$ cat src/verilog/stx_pkg.sv
// constants shared by the subtract/test/system-control execution block
// assumes a single 100 MHz core clock and an APB register port
package stx_pkg;
  // ********************************
  // opcodes
  // ********************************
  localparam logic [11:0] OP_SUB_CARRY = 12'h5b2;
  localparam logic [11:0] OP_SUB_INT = 12'h593;
  localparam logic [11:0] OP_SUB_ORD = 12'h592;
  localparam logic [11:0] OP_FAULT_SYNC = 12'h66f;
  localparam logic [11:0] OP_SYS_CTRL = 12'h659;
  localparam logic [11:0] OP_DMA_UPDATE = 12'h631;
  localparam logic [11:0] OP_TEST_LO = 12'h020;
  localparam logic [11:0] OP_TEST_HI = 12'h027;
  // ********************************
  // system-control message codes
  // ********************************
  localparam logic [7:0] MSG_REQ_IRQ = 8'h00;
  localparam logic [7:0] MSG_INV_CACHE = 8'h01;
  localparam logic [7:0] MSG_CFG_CACHE = 8'h02;
  localparam logic [7:0] MSG_REINIT = 8'h03;
  localparam logic [7:0] MSG_LOAD_CREG = 8'h04;
  // cache mode patterns
  localparam logic [2:0] CMODE_NORMAL = 3'h0;
  localparam logic [2:0] CMODE_LOCK_FULL = 3'h4;
  localparam logic [2:0] CMODE_LOCK_HALF = 3'h6;
  localparam logic [10:0] LOCK_FULL_BYTES = 11'h400;
  localparam logic [10:0] LOCK_HALF_BYTES = 11'h200;
  // cache state encoding
  localparam logic [1:0] CST_ENABLED = 2'h0;
  localparam logic [1:0] CST_DISABLED = 2'h1;
  localparam logic [1:0] CST_LOCK_FULL = 2'h2;
  localparam logic [1:0] CST_LOCK_HALF = 2'h3;
  localparam logic [7:0] TRUE_VAL = 8'h01;
  localparam logic [7:0] FALSE_VAL = 8'h00;
  localparam logic [3:0] CREG_WORDS = 4'h4;
  localparam logic [4:0] CBLK_WORDS = 5'h4;
  // ********************************
  // apb register map (byte offsets)
  // ********************************
  localparam logic [7:0] REG_CTRL = 8'h00;
  localparam logic [7:0] REG_STATUS = 8'h04;
  localparam logic [7:0] REG_PEND_PRIO = 8'h08;
  localparam logic [7:0] REG_CREG_BASE = 8'h10;
  localparam logic [7:0] REG_DMA_BASE = 8'h20;
  localparam logic [7:0] REG_CTBL_BASE = 8'h30;
  localparam logic [2:0] CTRL_RESET = 3'h0;
  localparam logic [31:0] CTBL_RESET = 32'h0000_0000;
endpackage

$ cat src/verilog/stx_exec.sv
// execution unit for subtract, fault sync, system control, test and dma update
// assumes one instruction issued at a time; memory reads answer via mem_rvalid
//
// How it works
// [RULE1] carry subtract gives src2 minus src1 minus not carry
// [RULE2] carry bit is carry out of src2 plus not src1 plus carry
// [RULE3] carry subtract sets overflow bit on signed overflow for any type
// [RULE4] signed and unsigned subtract both store src2 minus src1
// [RULE5] signed overflow faults, or sets sticky flag when masked
// [RULE6] non-supervisor special register operand raises type-mismatch fault
// [RULE7] fault sync stalls until no imprecise faults, unless disabled
// [RULE8] system control runs the command in src1 message field
// [RULE9] unused operand fields and reserved bits are ignored
// [RULE10] posted interrupt takes vector from type field, updates pending priority
// [RULE11] lowered priority compares against stored pending priority
// [RULE12] cache mode field selects enable, disable, full lock, half lock
// [RULE13] full lock fills 1 Kbyte, half lock fills 512 bytes
// [RULE14] software gives lock load address ending in binary 10
// [RULE15] reinitialize loads control block at src3, resumes at src2
// [RULE16] load control group reads four words into registers 0 to 3
// [RULE17] unknown message code raises invalid-operand fault
// [RULE18] test writes 01h when mask and condition nonzero, else 00h
// [RULE19] test-not-ordered is true only for condition 000
// [RULE20] test opcodes 20h-27h hold mask in bits 0 to 2
// [RULE21] dma update copies status of channels 0 to 3 into dma ram
// [RULE22] tests leave condition code untouched, write destination only
//
// The implementer's own choices: the register offsets and the APB slave port.
`timescale 1ns/1ns
module stx_exec (
  input wire logic clk_sys,
  input wire logic rst,
  // instruction issue
  input wire logic issue_valid,
  input wire logic [11:0] issue_opcode,
  input wire logic [31:0] src1,
  input wire logic [31:0] src2,
  input wire logic [31:0] src3,
  input wire logic [2:0] condition_code_field,
  input wire logic overflow_mask_bit,
  input wire logic no_imprecise_faults_bit,
  input wire logic supervisor,
  input wire logic sfr_operand,
  input wire logic imprecise_pending,
  input wire logic [4:0] prio_new,
  input wire logic prio_lower,
  input wire logic [127:0] dma_status,
  // memory read port for control block and control table
  input wire logic mem_rvalid,
  input wire logic [31:0] mem_rdata,
  output logic mem_req,
  output logic [31:0] mem_addr,
  // results
  output logic done,
  output logic [31:0] dst_data,
  output logic dst_we,
  output logic [2:0] cc_out,
  output logic cc_we,
  output logic sticky_overflow_flag,
  output logic fault_overflow,
  output logic fault_type,
  output logic fault_invalid,
  output logic irq_post,
  output logic [7:0] irq_vector,
  output logic irq_take,
  output logic cache_invalidate,
  output logic [1:0] cache_state,
  output logic cache_fill,
  output logic [31:0] cache_fill_addr,
  output logic [10:0] cache_fill_bytes,
  output logic soft_reset,
  output logic [31:0] resume_ip,
  // apb
  input wire logic psel,
  input wire logic penable,
  input wire logic pwrite,
  input wire logic [7:0] paddr,
  input wire logic [31:0] pwdata,
  output logic [31:0] prdata,
  output logic pready,
  output logic pslverr
);
  // ********************************
  // state
  // ********************************
  typedef enum {ST_IDLE, ST_SYNC, ST_CBLK, ST_CREG} stx_phase_t;
  typedef struct packed {
    stx_phase_t phase;
    logic [2:0] ctrl;
    logic [31:0] ctbl;
    logic [4:0] pend_prio;
    logic [3:0] widx;
    logic [31:0] ip_hold;
    logic [127:0] creg;
    logic [127:0] cblk;
    logic [127:0] dma_ram;
    logic mem_req;
    logic [31:0] mem_addr;
    logic done;
    logic [31:0] dst_data;
    logic dst_we;
    logic [2:0] cc_out;
    logic cc_we;
    logic sof;
    logic f_ovf;
    logic f_type;
    logic f_inv;
    logic irq_post;
    logic [7:0] irq_vector;
    logic irq_take;
    logic cinv;
    logic [1:0] cstate;
    logic cfill;
    logic [31:0] cfill_addr;
    logic [10:0] cfill_bytes;
    logic soft_reset;
    logic [31:0] resume_ip;
    logic [31:0] prdata;
    logic pready;
    logic pslverr;
  } stx_state_t;
  stx_state_t s_r;
  stx_state_t s_nxt;

  // 33-bit add used by both subtract flavours
  function automatic logic [32:0] add33(input logic [31:0] a, input logic [31:0] b,
                                        input logic cin);
    add33 = {1'b0, a} + {1'b0, b} + {32'h0000_0000, cin};
  endfunction

  // signed overflow of a - b given the difference
  function automatic logic sub_ovf(input logic [31:0] a, input logic [31:0] b,
                                   input logic [31:0] d);
    sub_ovf = (a[31] != b[31]) && (d[31] != a[31]);
  endfunction

  logic [32:0] sum;
  logic ovf;
  logic apb_go;
  logic [7:0] msg;
  logic [7:0] ftype;
  assign apb_go = psel && penable && !s_r.pready;
  // src1 layout: message in bits 15:8, type in bits 7:0, rest reserved
  assign msg = src1[15:8];
  assign ftype = src1[7:0];

  // ********************************
  // next state
  // ********************************
  always_comb begin
    s_nxt = s_r;
    sum = 33'h0_0000_0000;
    ovf = 1'b0;
    // single-cycle strobes fall back every cycle
    s_nxt.done = 1'b0;
    s_nxt.dst_we = 1'b0;
    s_nxt.cc_we = 1'b0;
    s_nxt.f_ovf = 1'b0;
    s_nxt.f_type = 1'b0;
    s_nxt.f_inv = 1'b0;
    s_nxt.irq_post = 1'b0;
    s_nxt.irq_take = 1'b0;
    s_nxt.cinv = 1'b0;
    s_nxt.cfill = 1'b0;
    s_nxt.soft_reset = 1'b0;
    s_nxt.pready = 1'b0;
    s_nxt.pslverr = 1'b0;
    // [RULE11] priority drop checks stored pending priority
    if (prio_lower && (s_r.pend_prio > prio_new)) begin
      s_nxt.irq_take = 1'b1;
    end
    case (s_r.phase)
      ST_IDLE: begin
        if (issue_valid) begin
          // [RULE6] sfr access check
          if (sfr_operand && !supervisor) begin
            s_nxt.f_type = 1'b1;
            s_nxt.done = 1'b1;
          end else if (issue_opcode == stx_pkg::OP_SUB_CARRY) begin
            // [RULE1] subtract with carry
            sum = add33(src2, ~src1, condition_code_field[1]);
            s_nxt.dst_data = sum[31:0];
            s_nxt.dst_we = 1'b1;
            // [RULE2] [RULE3] carry and overflow bits
            s_nxt.cc_out = {1'b0, sum[32], sub_ovf(src2, src1, sum[31:0])};
            s_nxt.cc_we = 1'b1;
            s_nxt.done = 1'b1;
          end else if (issue_opcode == stx_pkg::OP_SUB_INT ||
                       issue_opcode == stx_pkg::OP_SUB_ORD) begin
            // [RULE4] same binary result for both
            sum = add33(src2, ~src1, 1'b1);
            s_nxt.dst_data = sum[31:0];
            s_nxt.dst_we = 1'b1;
            s_nxt.done = 1'b1;
            ovf = (issue_opcode == stx_pkg::OP_SUB_INT) && sub_ovf(src2, src1, sum[31:0]);
            // [RULE5] overflow fault or sticky flag
            if (ovf) begin
              if (overflow_mask_bit) begin
                s_nxt.sof = 1'b1;
              end else begin
                s_nxt.f_ovf = 1'b1;
              end
            end
          end else if (issue_opcode == stx_pkg::OP_FAULT_SYNC) begin
            // [RULE7] wait for imprecise faults to drain
            if (!no_imprecise_faults_bit && imprecise_pending) begin
              s_nxt.phase = ST_SYNC;
            end else begin
              s_nxt.done = 1'b1;
            end
          end else if (issue_opcode >= stx_pkg::OP_TEST_LO &&
                       issue_opcode <= stx_pkg::OP_TEST_HI) begin
            // [RULE20] [RULE18] [RULE19] [RULE22] test into dst only
            if (issue_opcode[2:0] == 3'h0) begin
              s_nxt.dst_data = {24'h00_0000, (condition_code_field == 3'h0) ?
                                stx_pkg::TRUE_VAL : stx_pkg::FALSE_VAL};
            end else begin
              s_nxt.dst_data = {24'h00_0000,
                                ((issue_opcode[2:0] & condition_code_field) != 3'h0) ?
                                stx_pkg::TRUE_VAL : stx_pkg::FALSE_VAL};
            end
            s_nxt.dst_we = 1'b1;
            s_nxt.done = 1'b1;
          end else if (issue_opcode == stx_pkg::OP_DMA_UPDATE) begin
            // [RULE21] snapshot all four channels
            s_nxt.dma_ram = dma_status;
            s_nxt.done = 1'b1;
          end else if (issue_opcode == stx_pkg::OP_SYS_CTRL) begin
            // [RULE8] [RULE9] dispatch on message, unused fields ignored
            case (msg)
              stx_pkg::MSG_REQ_IRQ: begin
                // [RULE10] post and track highest pending priority
                s_nxt.irq_post = 1'b1;
                s_nxt.irq_vector = ftype;
                if (ftype[7:3] > s_r.pend_prio) begin
                  s_nxt.pend_prio = ftype[7:3];
                end
                s_nxt.done = 1'b1;
              end
              stx_pkg::MSG_INV_CACHE: begin
                s_nxt.cinv = 1'b1;
                s_nxt.done = 1'b1;
              end
              stx_pkg::MSG_CFG_CACHE: begin
                // [RULE12] [RULE13] cache mode select and fill size
                // src2 low bits must be 10 for locking, as software provides
                s_nxt.done = 1'b1;
                if (ftype[0]) begin
                  s_nxt.cstate = stx_pkg::CST_DISABLED;
                end else if (ftype[2:0] == stx_pkg::CMODE_NORMAL) begin
                  s_nxt.cstate = stx_pkg::CST_ENABLED;
                end else if (ftype[2:0] == stx_pkg::CMODE_LOCK_FULL) begin
                  s_nxt.cstate = stx_pkg::CST_LOCK_FULL;
                  s_nxt.cfill = 1'b1;
                  s_nxt.cfill_addr = src2;
                  s_nxt.cfill_bytes = stx_pkg::LOCK_FULL_BYTES;
                end else if (ftype[2:0] == stx_pkg::CMODE_LOCK_HALF) begin
                  s_nxt.cstate = stx_pkg::CST_LOCK_HALF;
                  s_nxt.cfill = 1'b1;
                  s_nxt.cfill_addr = src2;
                  s_nxt.cfill_bytes = stx_pkg::LOCK_HALF_BYTES;
                end
              end
              stx_pkg::MSG_REINIT: begin
                // [RULE15] fetch control block, then resume
                s_nxt.phase = ST_CBLK;
                s_nxt.ip_hold = src2;
                s_nxt.widx = 4'h0;
                s_nxt.mem_req = 1'b1;
                s_nxt.mem_addr = src3;
              end
              stx_pkg::MSG_LOAD_CREG: begin
                // [RULE16] four words from table base plus group offset
                s_nxt.phase = ST_CREG;
                s_nxt.widx = 4'h0;
                s_nxt.mem_req = 1'b1;
                s_nxt.mem_addr = s_r.ctbl + {20'h0_0000, ftype, 4'h0};
              end
              default: begin
                // [RULE17] unknown command
                s_nxt.f_inv = 1'b1;
                s_nxt.done = 1'b1;
              end
            endcase
          end else begin
            s_nxt.f_inv = 1'b1;
            s_nxt.done = 1'b1;
          end
        end
      end
      ST_SYNC: begin
        // [RULE7] release once drained
        if (!imprecise_pending) begin
          s_nxt.phase = ST_IDLE;
          s_nxt.done = 1'b1;
        end
      end
      ST_CBLK, ST_CREG: begin
        if (mem_rvalid) begin
          // [RULE16] words land in index order
          if (s_r.phase == ST_CREG) begin
            s_nxt.creg[s_r.widx[1:0]*32 +: 32] = mem_rdata;
          end else begin
            s_nxt.cblk[s_r.widx[1:0]*32 +: 32] = mem_rdata;
          end
          s_nxt.widx = s_r.widx + 4'h1;
          s_nxt.mem_addr = s_r.mem_addr + 32'h0000_0004;
          if (s_r.widx == stx_pkg::CREG_WORDS - 4'h1) begin
            s_nxt.mem_req = 1'b0;
            s_nxt.phase = ST_IDLE;
            s_nxt.done = 1'b1;
            if (s_r.phase == ST_CBLK) begin
              // [RULE15] software reset then resume at src2
              s_nxt.soft_reset = 1'b1;
              s_nxt.resume_ip = s_r.ip_hold;
              s_nxt.pend_prio = 5'h00;
            end
          end
        end
      end
      default: s_nxt.phase = ST_IDLE;
    endcase
    // apb slave, one wait state; sticky flag set wins over clear
    if (apb_go) begin
      s_nxt.pready = 1'b1;
      s_nxt.prdata = 32'h0000_0000;
      if (pwrite) begin
        case (paddr)
          stx_pkg::REG_CTRL: begin
            s_nxt.ctrl = pwdata[2:0];
            if (pwdata[0] && !(ovf && overflow_mask_bit)) begin
              s_nxt.sof = 1'b0;
            end
          end
          stx_pkg::REG_CTBL_BASE: s_nxt.ctbl = pwdata;
          default: s_nxt.pslverr = 1'b1;
        endcase
      end else begin
        case (paddr)
          stx_pkg::REG_CTRL: s_nxt.prdata = {29'h0000_0000, s_r.ctrl};
          stx_pkg::REG_STATUS: s_nxt.prdata = {27'h000_0000, s_r.cstate,
                                              s_r.phase != ST_IDLE, s_r.sof, 1'b0};
          stx_pkg::REG_PEND_PRIO: s_nxt.prdata = {27'h000_0000, s_r.pend_prio};
          stx_pkg::REG_CTBL_BASE: s_nxt.prdata = s_r.ctbl;
          default: begin
            if (paddr[7:4] == stx_pkg::REG_CREG_BASE[7:4] && paddr[1:0] == 2'h0) begin
              s_nxt.prdata = s_r.creg[paddr[3:2]*32 +: 32];
            end else if (paddr[7:4] == stx_pkg::REG_DMA_BASE[7:4] && paddr[1:0] == 2'h0) begin
              s_nxt.prdata = s_r.dma_ram[paddr[3:2]*32 +: 32];
            end else begin
              s_nxt.pslverr = 1'b1;
            end
          end
        endcase
      end
    end
  end

  // ********************************
  // registers
  // ********************************
  always_ff @(posedge clk_sys or posedge rst) begin
    if (rst) begin
      s_r <= '0;
      s_r.phase <= ST_IDLE;
      s_r.ctbl <= stx_pkg::CTBL_RESET;
      s_r.ctrl <= stx_pkg::CTRL_RESET;
    end else begin
      s_r <= s_nxt;
    end
  end

  // outputs straight from state flops
  assign mem_req = s_r.mem_req;
  assign mem_addr = s_r.mem_addr;
  assign done = s_r.done;
  assign dst_data = s_r.dst_data;
  assign dst_we = s_r.dst_we;
  assign cc_out = s_r.cc_out;
  assign cc_we = s_r.cc_we;
  assign sticky_overflow_flag = s_r.sof;
  assign fault_overflow = s_r.f_ovf;
  assign fault_type = s_r.f_type;
  assign fault_invalid = s_r.f_inv;
  assign irq_post = s_r.irq_post;
  assign irq_vector = s_r.irq_vector;
  assign irq_take = s_r.irq_take;
  assign cache_invalidate = s_r.cinv;
  assign cache_state = s_r.cstate;
  assign cache_fill = s_r.cfill;
  assign cache_fill_addr = s_r.cfill_addr;
  assign cache_fill_bytes = s_r.cfill_bytes;
  assign soft_reset = s_r.soft_reset;
  assign resume_ip = s_r.resume_ip;
  assign prdata = s_r.prdata;
  assign pready = s_r.pready;
  assign pslverr = s_r.pslverr;

  // ********************************
  // checks
  // ********************************
  a_subc_result: assert property (@(posedge clk_sys) disable iff (rst) // [RULE1]
    (issue_valid && s_r.phase == ST_IDLE && issue_opcode == stx_pkg::OP_SUB_CARRY &&
     !(sfr_operand && !supervisor)) |=> dst_we &&
     dst_data == $past(src2) - $past(src1) - {31'h0, !$past(condition_code_field[1])})
    else $error("carry subtract result wrong");
  a_sub_same: assert property (@(posedge clk_sys) disable iff (rst) // [RULE4]
    (issue_valid && s_r.phase == ST_IDLE && issue_opcode == stx_pkg::OP_SUB_ORD &&
     !(sfr_operand && !supervisor)) |=> dst_data == $past(src2) - $past(src1))
    else $error("subtract result wrong");
  a_ovf_masked: assert property (@(posedge clk_sys) disable iff (rst) // [RULE5]
    fault_overflow |-> !$past(overflow_mask_bit))
    else $error("masked overflow still faulted");
  a_type_fault: assert property (@(posedge clk_sys) disable iff (rst) // [RULE6]
    (issue_valid && s_r.phase == ST_IDLE && sfr_operand && !supervisor)
    |=> fault_type && !dst_we)
    else $error("sfr fault missing");
  a_sync_hold: assert property (@(posedge clk_sys) disable iff (rst) // [RULE7]
    (s_r.phase == ST_SYNC && imprecise_pending) |=> !done)
    else $error("sync released early");
  a_test_cc: assert property (@(posedge clk_sys) disable iff (rst) // [RULE22]
    (issue_valid && s_r.phase == ST_IDLE && issue_opcode[11:3] == 9'h004 &&
     !(sfr_operand && !supervisor)) |=> !cc_we && dst_data[31:1] == 31'h0)
    else $error("test wrote condition code");
  a_bad_msg: assert property (@(posedge clk_sys) disable iff (rst) // [RULE17]
    (issue_valid && s_r.phase == ST_IDLE && issue_opcode == stx_pkg::OP_SYS_CTRL &&
     !(sfr_operand && !supervisor) && msg > stx_pkg::MSG_LOAD_CREG)
    |=> fault_invalid && !irq_post && !soft_reset)
    else $error("bad message not refused");
  a_creg_four: assert property (@(posedge clk_sys) disable iff (rst) // [RULE16]
    (s_r.phase == ST_CREG && mem_rvalid && s_r.widx == 4'h3) |=> done && !mem_req)
    else $error("control group load not four words");
endmodule

$ cat config.mk
export PLATFORM = sky130hd
export DESIGN_NAME = stx_exec
export DESIGN_NICKNAME = d
export VERILOG_FILES = /design/src/verilog/stx_pkg.sv /design/src/verilog/stx_exec.sv
export SDC_FILE = /design/constraint.sdc
export NUM_CORES = 1
export LEC_CHECK = 0
export ABC_AREA = 1
export BUFFER_PORTS_ARGS = -buffer_cell sky130_fd_sc_hd__buf_2
export CORE_MARGIN = 2
export CORE_UTILIZATION = 29
export CTS_CLUSTER_DIAMETER = 80
export DETAILED_ROUTE_END_ITERATION = 12
export SYNTH_ARGS = -nofsm -noshare
export SYNTH_HDL_FRONTEND = slang
export SYNTH_SLANG_ARGS = --single-unit
export TNS_END_PERCENT = 5
$ cat constraint.sdc
create_clock -name clk_sys -period 21.1 [get_ports clk_sys]
set_clock_uncertainty 0.15 [all_clocks]
set_input_delay 3.165 -clock clk_sys [delete_from_list [all_inputs] [get_ports clk_sys]]
set_output_delay 3.165 -clock clk_sys [all_outputs]
set_load 0.01 [all_outputs]
==> results.md <==
* Layout cells sized above 1 at 0.2125
* WP depth at 14
* Post-synthesis cell count at 4,041
* DRC at 0
* Worst R2R Path Depth at 9
* Cell Chain, Critical Path: buf_2, buf_4, nor2_4, buf_4, nand2_1, nor4_2, buf_4, nor2_1, nand2_1, inv_1, nand3_1, nand2_1, inv_1, a32o_1
* CP Class: input port to register
* Vias in the first global route at 28,000
* Gr ovfl total at 0
* Minimum clock period at 7719 ps
* Max clock buf depth at 3
* Distinct cells, synth at 63
* Post-synthesis register bit count at 523
* Yosys warnings at 0
* PwrDens at 83.75 nW/µm²
* Critical Path Max Stage Delay at 830 ps
* Final Core Density at 0.3398
* Worst IR Drop VDD at 0.07427 mV
* Critical path required time at 21,530 ps
* Post-synthesis sequential area ratio at 0.4170
* CTS hold repair buffers at 0
* Number of antenna violations at the first check in global routing at 39
* Io pins at 528
* Post-Route WL at 127,400 µm
* Pre-antenna DRT Iters at 6
* Largest fanout on the critical path at 62
* RR Startpoint: s_r[660]
* Port Buffers at 517
* Largest delay share family, worst path: buffers and inverters
* Largest net degree at the start of global routing at 177
* Global-route wire length before repair at 186,800 µm
* CTS tree: done
* Max-slew violation count at 0
* Syn Area/Cell at 7.766 µm²
* FF-to-FF setup slack at 16,830 ps
* WP data arrival at 8140 ps
* Status: finished clean
* Routed len/inst at 22.00 µm
* Detailed Place HPWL at 97,040 µm
* Period utilization at 0.3658
* Final Hold Fails at 0
* Synthesis-to-layout area growth at 16.08%
* Crit path to: prdata[1]
* HP Start: pready
* Initial Util at 0.2928
* Routed vias/inst at 5.110
* Synth Flop Type: dfrtp_1
* Htree depth at 3
* Commonest cells after routing, fill and taps aside: 904 x nand2_1, 523 x dfrtp_1, 517 x buf_2, 446 x inv_1, 368 x o21ai_0
* # nets final at 4,713
* Overall routing resource usage at 0.2244
* Async S/R FF share, synth at 1.000
* Sink Count at 523
* Least-Margin Pin Slew at 1251 ps
* Row count at 120
* Finish-stage setup viols at 0
* F_max at 0.1296 GHz
* Max_cap viols at 0
* Buf/Inv on CP at 6
* Crit path capture type: register
* Initial DRC Count at 2,546
* Post-CTS setup buffers at 0
* Leak pwr at 19.01 nW
* Worst r2r dst: s_r[312]
* Worst Setup SP: paddr[2]
* Die Wd at 333.0 µm
* Hold Crit Class: register to register
* Die Y at 333.0 µm
* RSZ-0062 raised after global routing: no
* Sum Neg Setup Slack at 0 ps
* Cell Area, Synth at 31,380 µm²
* Max_slew headroom at 0.1631
* Clock transition at path regs at 60 ps
* Resized cells post-CTS at 0
* CP Launch Type: input port
* Slowest cell on the critical path: nand2_1
* Clock latency on the worst-skew pair at 640 ps
* Total number of vias at 29,590
* Commonest non-fill, non-tap cell in the layout: nand2_1
* Placer congestion estimate at 0.9436
* Root buffer cell: clkbuf_16
* TritonCTS buffer count at 66
* Number of flops mapped to enable cells by yosys at 0
* DIE AREA at 110,900 µm²
* Core area at 107,200 µm²
* Routed Antenna Nets at 0
how the worst min path moves through the flow:
stage / endpoint / slack (ps) / depth (start not counted)
6_report: pready / 290 / 1
5_1_grt: pready / 320 / 1
4_1_cts: pready / 290 / 1
3_5_place_dp: pready / 280 / 1
3_3_place_gp: pready / 280 / 1
2_1_floorplan: resume_ip[0] / 290 / 2
synthesized netlist by cell type, types with 34 or more instances:
master	number	area, µm²
nand2_1	908	3408
dfrtp_1	523	13090
inv_1	447	1678
o21ai_0	368	1842
nor2_1	306	1149
nand3_1	237	1186
buf_4	185	1389
a21oi_1	154	770.7
mux2_2	139	1565
clkbuf_1	137	514.2
nand4_1	91	569.3
ha_1	60	750.7
nor3_1	46	230.2
o31ai_1	35	262.8
nand2_2	34	212.7
sequential cells by signal, summed over array words and instances, names as in the netlist, 2 cells and up:
register          flops
s_r                 334
cache_fill_bytes      2
irq_vector            8
prdata               32
cache_state           2
cache_fill_addr      32
cc_out                2
resume_ip            32
dst_data             32
mem_addr             32
report_power, final:
group | internal (mW) | switching [mW] | leakage [nW] | total, mW
Clock | 0.700 | 0.487 | 1.11 | 1.19
Sequential | 1.05 | 0.0663 | 6.83 | 1.12
Combinational | 0.190 | 0.558 | 11.1 | 0.748
Total | 1.94 | 1.11 | 19.0 | 3.05
area by class of cell:
type / instances / area [µm²]
fill: 11450 / 70770
clock buffer: 94 / 1897
timing repair buffer: 557 / 2900
multi-input combinational: 2700 / 14580
inverter: 474 / 1787
tap: 1403 / 1755
antenna: 17 / 42.54
clock inverter: 23 / 380.4
sequential: 523 / 13090
metal layers:
| metal | vias to the layer above | routed length, µm | GRT usage | part of all wire |
|---|---|---|---|---|
| met5 | - | 110 | 0 | 0.00086 |
| met4 | 18 | 4703 | 0.08867 | 0.037 |
| met3 | 227 | 11070 | 0.05090 | 0.087 |
| met2 | 1382 | 58730 | 0.3623 | 0.46 |
| met1 | 14140 | 52810 | 0.2901 | 0.41 |
| li1 | 13820 | - | - | - |
cells by family after synthesis:
logic type | Yosys count | share of synthesized area
other | 1 | 0.0001195
flip-flops | 523 | 0.4170
AO/OA/AOI/OAI | 749 | 0.1382
XOR/XNOR | 29 | 0.009409
adder cells (fa/ha/maj) | 62 | 0.02520
multiplexers | 141 | 0.05051
AND/OR/NAND/NOR | 1709 | 0.2374
buffers and inverters | 827 | 0.1222
per-stage QoR:
step	cells	area [µm²]	setup slack [ps]	total power, mW	hold slack (ps)
after global routing	5786	36420	13120	3.183	324.6
after floorplan	4050	31420	3173	1.577	293.1
after global placement	5657	34110	12960	1.861	279.6
after detailed placement	5657	34110	12860	1.870	283.1
final	5791	36430	13380	3.051	286.3
after CTS	5774	36390	13560	3.066	291.1
No activity file was read; power rests on OpenSTA's default activity.
